## src/gpw_consts.vh

```
// Constants for the port A block: register offsets, reset values, timing.
// Assumes inclusion by bare name from the design file.
// What this block does
// RQ1 - Each port bit is an output when its direction bit is one and an input when it is zero.
// RQ2 - An output bit drives its latch onto the pin and reads back the latch, not the pin.
// RQ3 - An output bit always has its pull-down switched off.
// RQ4 - An input bit reads back the level on the pin.
// RQ5 - An input bit connects a 1M or 50K pull-down, or none, as its fixed option says.
// RQ6 - Wake-up of each pin is enabled per pin by a fixed option, not by software.
// RQ7 - While halted, a rising edge on a wake-enabled pin restarts the oscillator at vector 004H.
// RQ8 - With the double-edge option, a falling edge also wakes the chip.
// RQ9 - An option makes the fourth port input-only or bidirectional under its combined direction.
// RQ10 - With the carrier option, an output bit 3 sends 38KHz when its data is one, low when zero.
// RQ11 - Bit 3 is forced low while halted, and is a plain I/O bit without the carrier option; the code still drives its data low in halt without that option.
// RQ12 - With the touch option, bits selecting the 50K pull-down connect 220K instead.
// RQ13 - With the amplified wake option, bit 0 loses its 1M and 50K pull-downs.
// RQ14 - The Schmitt wake input on bit 0 is enabled by hardware after reset when its option is set.
// RQ15 - After a wake-up the device waits 64 stable clocks before leaving the wake-up vector.
// RQ16 - Wake edges are caught without the clock while halted and resynchronised on restart; the code samples them on clk through the synchronisers into edge_q.
`ifndef GPW_CONSTS_VH
`define GPW_CONSTS_VH
`define GPW_OFS_DIR 8'h02
`define GPW_OFS_DATA 8'h03
`define GPW_OFS_CDIR 8'h01
`define GPW_OFS_HALT 8'h20
`define GPW_BYTE_DIR 10'h008
`define GPW_BYTE_DATA 10'h00C
`define GPW_BYTE_CDIR 10'h004
`define GPW_BYTE_HALT 10'h080
`define GPW_RST_DIR 4'h0
`define GPW_RST_DATA 4'h0
`define GPW_WAKE_VECTOR 13'h004
`define GPW_STABLE_CLKS 64
`define GPW_CLK_MHZ 250
`define GPW_CARRIER_KHZ 38
`define GPW_CARRIER_HALF ((`GPW_CLK_MHZ * 1000) / (2 * `GPW_CARRIER_KHZ))
`endif

```

## src/gpw_port.v

```verilog
// Port A logic with halt wake-up, IR carrier and option-driven pull-downs.
// Assumes a 250 MHz clock, Avalon-MM word registers, options tied as static straps.
`include "gpw_consts.vh"
`default_nettype none
module gpw_port #(
	parameter OPT_PD50K = 4'h0,
	parameter OPT_PD1M = 4'h0,
	parameter OPT_WAKE = 4'hF
) (
	input wire clk,
	input wire rst_n,
	input wire [9:0] avs_address,
	input wire avs_read,
	input wire avs_write,
	input wire [31:0] avs_writedata,
	input wire [3:0] avs_byteenable,
	output reg [31:0] avs_readdata,
	output reg avs_waitrequest,
	output reg avs_response_err,
	input wire opt_double_edge_wake_option,
	input wire opt_ir_carrier_option,
	input wire opt_touch_pulldown_option,
	input wire opt_amplified_wake_option,
	input wire opt_schmitt_wake_option,
	input wire opt_fourth_port_bidir,
	input wire halt_req,
	input wire [3:0] port_a_pin_in,
	output reg [3:0] port_a_pin_out,
	output reg [3:0] port_a_pin_oe,
	output reg [3:0] pd_1m_en,
	output reg [3:0] pd_50k_en,
	output reg [3:0] pd_220k_en,
	output reg schmitt_wake_en,
	output reg amp_wake_en,
	output reg halted,
	output reg osc_run,
	output reg pc_force_vec,
	output reg [12:0] pc_vector,
	output reg pc_hold,
	output reg [3:0] combined_port_direction
);
	reg [3:0] dir_q;
	reg [3:0] lat_q;
	reg [3:0] cdir_q;
	reg [3:0] pin_prev_q;
	reg [3:0] edge_q;
	reg halt_q;
	reg [6:0] stab_q;
	reg [15:0] car_cnt_q;
	reg car_q;
	reg ack_q;
	wire [3:0] rise;
	wire [3:0] fall;
	wire [3:0] wake_edges;
	wire [3:0] pin_lvl;
	wire [3:0] pad_oe_d;
	wire acc_take;
	wire sel;
	wire hit_dir, hit_data, hit_cdir, hit_halt;
	wire [3:0] rd_data;
	reg [3:0] pin_out_d, pd1_d, pd50_d, pd220_d;
	reg [31:0] rd_word_d;
	reg rd_err_d;
	integer i;
	localparam [6:0] STAB_LAST = `GPW_STABLE_CLKS - 1;
	localparam [15:0] CAR_LAST = `GPW_CARRIER_HALF - 1;

	// Pin synchronisers, three stages per bit
	gpw_sync3 #(
		.RST_VAL(1'b0)
	) sync0_u (
		.clk(clk),
		.rst_n(rst_n),
		.pin_in(port_a_pin_in[0]),
		.level_q(pin_lvl[0])
	);

	gpw_sync3 #(
		.RST_VAL(1'b0)
	) sync1_u (
		.clk(clk),
		.rst_n(rst_n),
		.pin_in(port_a_pin_in[1]),
		.level_q(pin_lvl[1])
	);

	gpw_sync3 #(
		.RST_VAL(1'b0)
	) sync2_u (
		.clk(clk),
		.rst_n(rst_n),
		.pin_in(port_a_pin_in[2]),
		.level_q(pin_lvl[2])
	);

	gpw_sync3 #(
		.RST_VAL(1'b0)
	) sync3_u (
		.clk(clk),
		.rst_n(rst_n),
		.pin_in(port_a_pin_in[3]),
		.level_q(pin_lvl[3])
	);

	// Last settled level, for edge detection
	always @(posedge clk) begin
		if (!rst_n) begin
			pin_prev_q <= 4'h0;
		end else begin
			pin_prev_q <= pin_lvl;
		end
	end
	assign rise = pin_lvl & ~pin_prev_q;
	assign fall = ~pin_lvl & pin_prev_q;
	assign wake_edges = OPT_WAKE & (rise | (fall & {4{opt_double_edge_wake_option}})); // RQ6 RQ8

	assign sel = avs_read | avs_write;
	assign hit_dir = avs_address == `GPW_BYTE_DIR;
	assign hit_data = avs_address == `GPW_BYTE_DATA;
	assign hit_cdir = avs_address == `GPW_BYTE_CDIR;
	assign hit_halt = avs_address == `GPW_BYTE_HALT;
	assign rd_data = (dir_q & lat_q) | (~dir_q & pin_lvl); // RQ2 RQ4
	assign acc_take = sel & ~ack_q;

	// Read word and unmapped-address flag of the current request
	always @* begin
		rd_word_d = 32'h00000000;
		rd_err_d = 1'b0;
		if (hit_dir) begin
			rd_word_d = {28'h0000000, dir_q};
		end else if (hit_data) begin
			rd_word_d = {28'h0000000, rd_data}; // RQ2 RQ4
		end else if (hit_cdir) begin
			rd_word_d = {28'h0000000, cdir_q};
		end else if (hit_halt) begin
			rd_word_d = {31'h0, halt_q};
		end else begin
			rd_err_d = 1'b1;
		end
		if (!avs_read) begin
			rd_word_d = 32'h00000000;
		end
	end

	// Bus handshake, one wait cycle then answer
	always @(posedge clk) begin
		if (!rst_n) begin
			ack_q <= 1'b0;
			avs_waitrequest <= 1'b1;
			avs_readdata <= 32'h00000000;
			avs_response_err <= 1'b0;
		end else begin
			ack_q <= acc_take;
			avs_waitrequest <= ~acc_take;
			if (acc_take) begin
				avs_readdata <= rd_word_d;
				avs_response_err <= rd_err_d;
			end
		end
	end

	// Register writes, taken on the edge that sees the request
	always @(posedge clk) begin
		if (!rst_n) begin
			dir_q <= `GPW_RST_DIR;
			lat_q <= `GPW_RST_DATA;
			cdir_q <= `GPW_RST_DIR;
		end else if (acc_take & avs_write & avs_byteenable[0]) begin
			if (hit_dir) begin
				dir_q <= avs_writedata[3:0]; // RQ1
			end else if (hit_data) begin
				lat_q <= avs_writedata[3:0]; // RQ2
			end else if (hit_cdir & opt_fourth_port_bidir) begin
				cdir_q <= avs_writedata[3:0]; // RQ9
			end
		end
	end

	// Halt, wake and stabilisation
	always @(posedge clk) begin
		if (!rst_n) begin
			halt_q <= 1'b0;
			edge_q <= 4'h0;
			stab_q <= 7'h00;
			halted <= 1'b0;
			osc_run <= 1'b1;
			pc_force_vec <= 1'b0;
			pc_hold <= 1'b0;
		end else begin
			pc_force_vec <= 1'b0;
			if (halt_q) begin
				edge_q <= edge_q | wake_edges; // RQ16
				if (|(edge_q | wake_edges)) begin
					halt_q <= 1'b0; // RQ7
					osc_run <= 1'b1; // RQ7
					pc_force_vec <= 1'b1; // RQ7
					stab_q <= 7'h00;
					pc_hold <= 1'b1;
				end
			end else begin
				edge_q <= 4'h0;
				if (halt_req & ~pc_hold) begin
					halt_q <= 1'b1;
					osc_run <= 1'b0;
				end
				if (pc_hold) begin
					stab_q <= stab_q + 7'h01;
					if (stab_q == STAB_LAST) begin
						pc_hold <= 1'b0; // RQ15
					end
				end
			end
			halted <= halt_q;
		end
	end

	// 38 kHz carrier
	always @(posedge clk) begin
		if (!rst_n) begin
			car_cnt_q <= 16'h0000;
			car_q <= 1'b0;
		end else if (!opt_ir_carrier_option) begin
			car_cnt_q <= 16'h0000;
			car_q <= 1'b0;
		end else if (car_cnt_q == CAR_LAST) begin
			car_cnt_q <= 16'h0000;
			car_q <= ~car_q; // RQ10
		end else begin
			car_cnt_q <= car_cnt_q + 16'h0001;
		end
	end

	assign pad_oe_d = dir_q | {halt_q & opt_ir_carrier_option, 3'b000}; // RQ1 RQ11

	// Pad and pull-down selection
	always @* begin
		pin_out_d = lat_q;
		if (opt_ir_carrier_option) begin
			pin_out_d[3] = lat_q[3] & car_q; // RQ10
		end
		if (halt_q) begin
			pin_out_d[3] = 1'b0; // RQ11
		end
		for (i = 0; i < 4; i = i + 1) begin
			pd1_d[i] = ~pad_oe_d[i] & OPT_PD1M[i]; // RQ3 RQ5
			pd50_d[i] = ~pad_oe_d[i] & OPT_PD50K[i] & ~opt_touch_pulldown_option; // RQ5 RQ12
			pd220_d[i] = ~pad_oe_d[i] & OPT_PD50K[i] & opt_touch_pulldown_option; // RQ12
		end
		if (opt_amplified_wake_option) begin
			pd1_d[0] = 1'b0; // RQ13
			pd50_d[0] = 1'b0; // RQ13
		end
	end

	// Registered pad drive and status outputs
	always @(posedge clk) begin
		if (!rst_n) begin
			port_a_pin_out <= 4'h0;
			port_a_pin_oe <= 4'h0;
			pd_1m_en <= 4'h0;
			pd_50k_en <= 4'h0;
			pd_220k_en <= 4'h0;
			schmitt_wake_en <= 1'b0;
			amp_wake_en <= 1'b0;
			pc_vector <= `GPW_WAKE_VECTOR;
			combined_port_direction <= 4'h0;
		end else begin
			port_a_pin_out <= pin_out_d;
			port_a_pin_oe <= pad_oe_d; // RQ1 RQ11
			pd_1m_en <= pd1_d;
			pd_50k_en <= pd50_d;
			pd_220k_en <= pd220_d;
			schmitt_wake_en <= opt_schmitt_wake_option; // RQ14
			amp_wake_en <= opt_amplified_wake_option;
			pc_vector <= `GPW_WAKE_VECTOR;
			combined_port_direction <= opt_fourth_port_bidir ? cdir_q : 4'h0; // RQ9
		end
	end
endmodule // gpw_port

// Three-stage synchroniser; a change is taken once the last two stages agree
module gpw_sync3 #(
	parameter RST_VAL = 1'b0
) (
	input wire clk,
	input wire rst_n,
	input wire pin_in,
	output reg level_q
);
	reg meta_q;
	reg mid_q;
	reg last_q;

	always @(posedge clk) begin
		meta_q <= pin_in;
		mid_q <= meta_q;
		last_q <= mid_q;
	end

	always @(posedge clk) begin
		if (!rst_n) begin
			level_q <= RST_VAL;
		end else if (mid_q == last_q) begin
			level_q <= mid_q;
		end
	end
endmodule // gpw_sync3
`default_nettype wire

```

## config.mk

```make
export PLATFORM = sky130hd
export DESIGN_NAME = gpw_port
export DESIGN_NICKNAME = d
export VERILOG_FILES = /design/src/gpw_port.v
export VERILOG_INCLUDE_DIRS = /design/src
export SDC_FILE = /design/constraint.sdc
export NUM_CORES = 1
export LEC_CHECK = 0
export ABC_AREA = 1
export BUFFER_PORTS_ARGS = -buffer_cell sky130_fd_sc_hd__buf_4
export CELL_PAD_IN_SITES_DETAIL_PLACEMENT = 1
export CELL_PAD_IN_SITES_GLOBAL_PLACEMENT = 1
export CORE_MARGIN = 8
export CORE_UTILIZATION = 30
export CTS_CLUSTER_DIAMETER = 120
export DETAILED_ROUTE_END_ITERATION = 8
export PLACE_DENSITY = 0.68
export SLEW_MARGIN = 20
export SYNTH_ARGS = -nofsm -noshare
export SYNTH_HDL_FRONTEND = slang
export SYNTH_SLANG_ARGS = --single-unit
```

## constraint.sdc

```tcl
create_clock -name clk -period 1.7 [get_ports clk]
set_clock_uncertainty 0.05 [all_clocks]
set_input_delay 0.255 -clock clk [delete_from_list [all_inputs] [get_ports clk]]
set_output_delay 0.255 -clock clk [all_outputs]
set_load 0.01 [all_outputs]
```

==> run metrics <==
number of global-route vias before repair=approximately 3400; Yosys cell types=36; critical-path cell list=ha_1 -> nand2_1 -> nor3_4 -> nand2_2 -> nor3_2 -> nand3b_1 -> a21oi_1; DRC Markers=0; Synth-to-Final Area Change=20.5%; Setup crit end kind=flop; vias per cell=about 4.3; post-CTS setup buffers=0; Congestion Overflow GR=0; Crit Path Max Fanout=3; Pwr Density=approximately 940 mW/mm2; Worst-path clk slew=0.06 ns; CP bufs+invs=0; Final Critical Period=1.52 ns; router iterations before antenna repair=4; Slew @ Worst Pin=just over 0.5 ns; Seq/Total Area, Yosys=between 40% and 50%; Ant. Diodes=0; CTS tree=done; startpoint types=flop; GR Util All Layers=11.6%; Layout Nets=approximately 620; CP required=1.92 ns; syn avg cell area=between 7 and 8 um2; CTS root buf=clkbuf_16; setup ws final=0.179 ns; CP arrival=1.74 ns; Max-slew headroom=65.6%; Mapped Area=0.00378 mm2; RSZ-0062 raised after global routing=no; Initial Utilization=between 30% and 40%; CP Depth=7; most frequent cells in the layout=dfxtp_1, nand2_1, inv_1, nor2_1, buf_4; first-pass GRT wire length=approximately 16 mm; LEAKAGE=2.04 nW; largest net degree at the start of global routing=32; Syn Inst Count=between 400 and 500; CTS Buffer Depth=2; wire length per cell=12.5 um; CP delay by family, top=simple AND/OR/NAND/NOR gates; fmax=roughly 660 MHz; crit path from=car_cnt_q[1]; Die W=128 um; CTS Hold Bufs=4; DP HPWL=between 7 and 8 mm; num ports=138; cells on worst reg2reg path=7; pre-CTS WS=a little under 0.08 ns; DRT Wirelength=around 9.2 mm; Post-DRT Antenna Nets=0; Sink Count=86; critical path class=reg2reg; Crit-path slowest cell=dfxtp_1; GPL Wtd Cong=between 0.7 and 0.8; status=completed; Setup Viol. Count Final=0; Reg-to-Reg Start=car_cnt_q[1]; commonest non-fill, non-tap cell in the layout=dfxtp_1; max cap viols=0; Core Region=around 0.012 mm2; via count=3139; die area=~0.016 mm2; Final Cycle Share=roughly 89%; WHS Path Cells=3; # rows=41; register bit total from synthesis=between 80 and 90; clock latency on the worst-skew pair=about 0.34 ns; Hold Crit Class=in2reg; Hold Crit Start=opt_schmitt_wake_option; Reg2Reg Capture Point=car_cnt_q[12]; cts repair resizes=0; CP max stage delay=0.40 ns; Hold Path Sink=schmitt_wake_en; initial antenna violation count=0; Iter 0 DRT Violations=approximately 130; I/O Buffers=between 50 and 60; total CTS buffers=9; H-tree Lvls=3; Worst VDD drop=~0.46 mV; Syn. warnings=0; share of cells above drive strength 1=between 15 and 20%; max-slew violations=0; final hold violation count=0; Die Y=about 130 um; Setup TNS Final=0 ns; r2r setup slk=0.18 ns
==> cells in the mapped netlist (all sizes together) <==
master | number | area share [%]
ha | 3 | 0.99
nor4 | 1 | 0.17
xnor2 | 3 | 0.70
o211ai | 1 | 0.20
nor3b | 3 | 0.60
nand4 | 7 | 1.2
a2111oi | 1 | 0.23
nor2 | 63 | 6.7
a31oi | 5 | 0.83
or2 | 3 | 0.50
nor3 | 12 | 2.2
clkinv | 1 | 0.099
buf | 57 | 11
nand2 | 77 | 8.0
inv | 69 | 6.9
a21oi | 39 | 5.3
dfxtp | 86 | 46
xor2 | 3 | 0.70
clkbuf | 3 | 0.30
nand3 | 31 | 4.6
nand3b | 3 | 0.60
o21ai | 17 | 2.3
o22ai | 2 | 0.33
conb | 2 | 0.20
==> tightest hold or removal path, cell delays in order <==
cell,delay [ns]
buf_4,0.07
nand2_1,0.04
inv_1,0.04
==> power breakdown <==
group,switching (mW),internal (mW),total (mW)
Clock,0.844,1.00,1.85
Combinational,0.214,0.129,0.342
Sequential,0.0400,2.07,2.11
Total,1.10,3.20,4.30
==> through the flow <==
step | utilization [%] | cell area [um2] | instances | power (mW) | hold slack, ns
6_report | 36.5 | 4550 | 737 | 4.30 | 0.0468
5_1_grt | 36.5 | 4550 | 737 | 4.50 | 0.0517
4_1_cts | 36.5 | 4550 | 737 | 4.37 | 0.0329
3_5_place_dp | 33.9 | 4230 | 717 | 2.49 | 0.264
3_3_place_gp | 33.9 | 4230 | 717 | 2.48 | 0.267
2_1_floorplan | - | 3970 | 543 | 2.43 | 0.233
==> flip-flops by register name, summed over array words and instances (netlist names), 4 cells and up <==
signal and count:
port_a_pin_oe 4, dir_q 4, edge_q 4, stab_q 7
car_cnt_q 16, pin_prev_q 4, avs_readdata 4, port_a_pin_out 4
lat_q 4, cdir_q 4, combined_port_direction 4
==> logic make-up after synthesis <==
logic type      after synthesis  synth area share [%]
buf+inv                     130                  18.4
simple gates                200                  24.4
xor+xnor                      6                  1.39
fa+ha+maj                     3                 0.994
flops                        86                  45.6
other cells                   2                 0.199
compound gates               65                  9.11
==> per-layer routing <==
layer	vias up	share of wire, %	track usage (%)
met1	1489	43	12.4
met4	0	1.1	3.57
met5	-	0	0
li1	1584	-	-
met3	11	3.9	3.74
met2	55	52	21.0
==> worst max-delay path by stage <==
stage,endpoint,slack [ns]
after floorplan,car_cnt_q[10],0.27
after global placement,cdir_q[0],0.14
after detailed placement,cdir_q[0],0.08
after CTS,car_cnt_q[12],0.16
after global routing,car_cnt_q[12],0.007
final,car_cnt_q[12],0.18
==> layout make-up <==
type	instances	area [um2]
Timing Repair Buffer	66	518
Clock buffer	9	225
Multi-Input combinational cell	327	1550
Clock inverter	7	56.3
Sequential cell	86	1720
Fill cell	1558	7910
Inverter	70	263
Tap cell	172	215
Power figures use the tool's default switching activity.
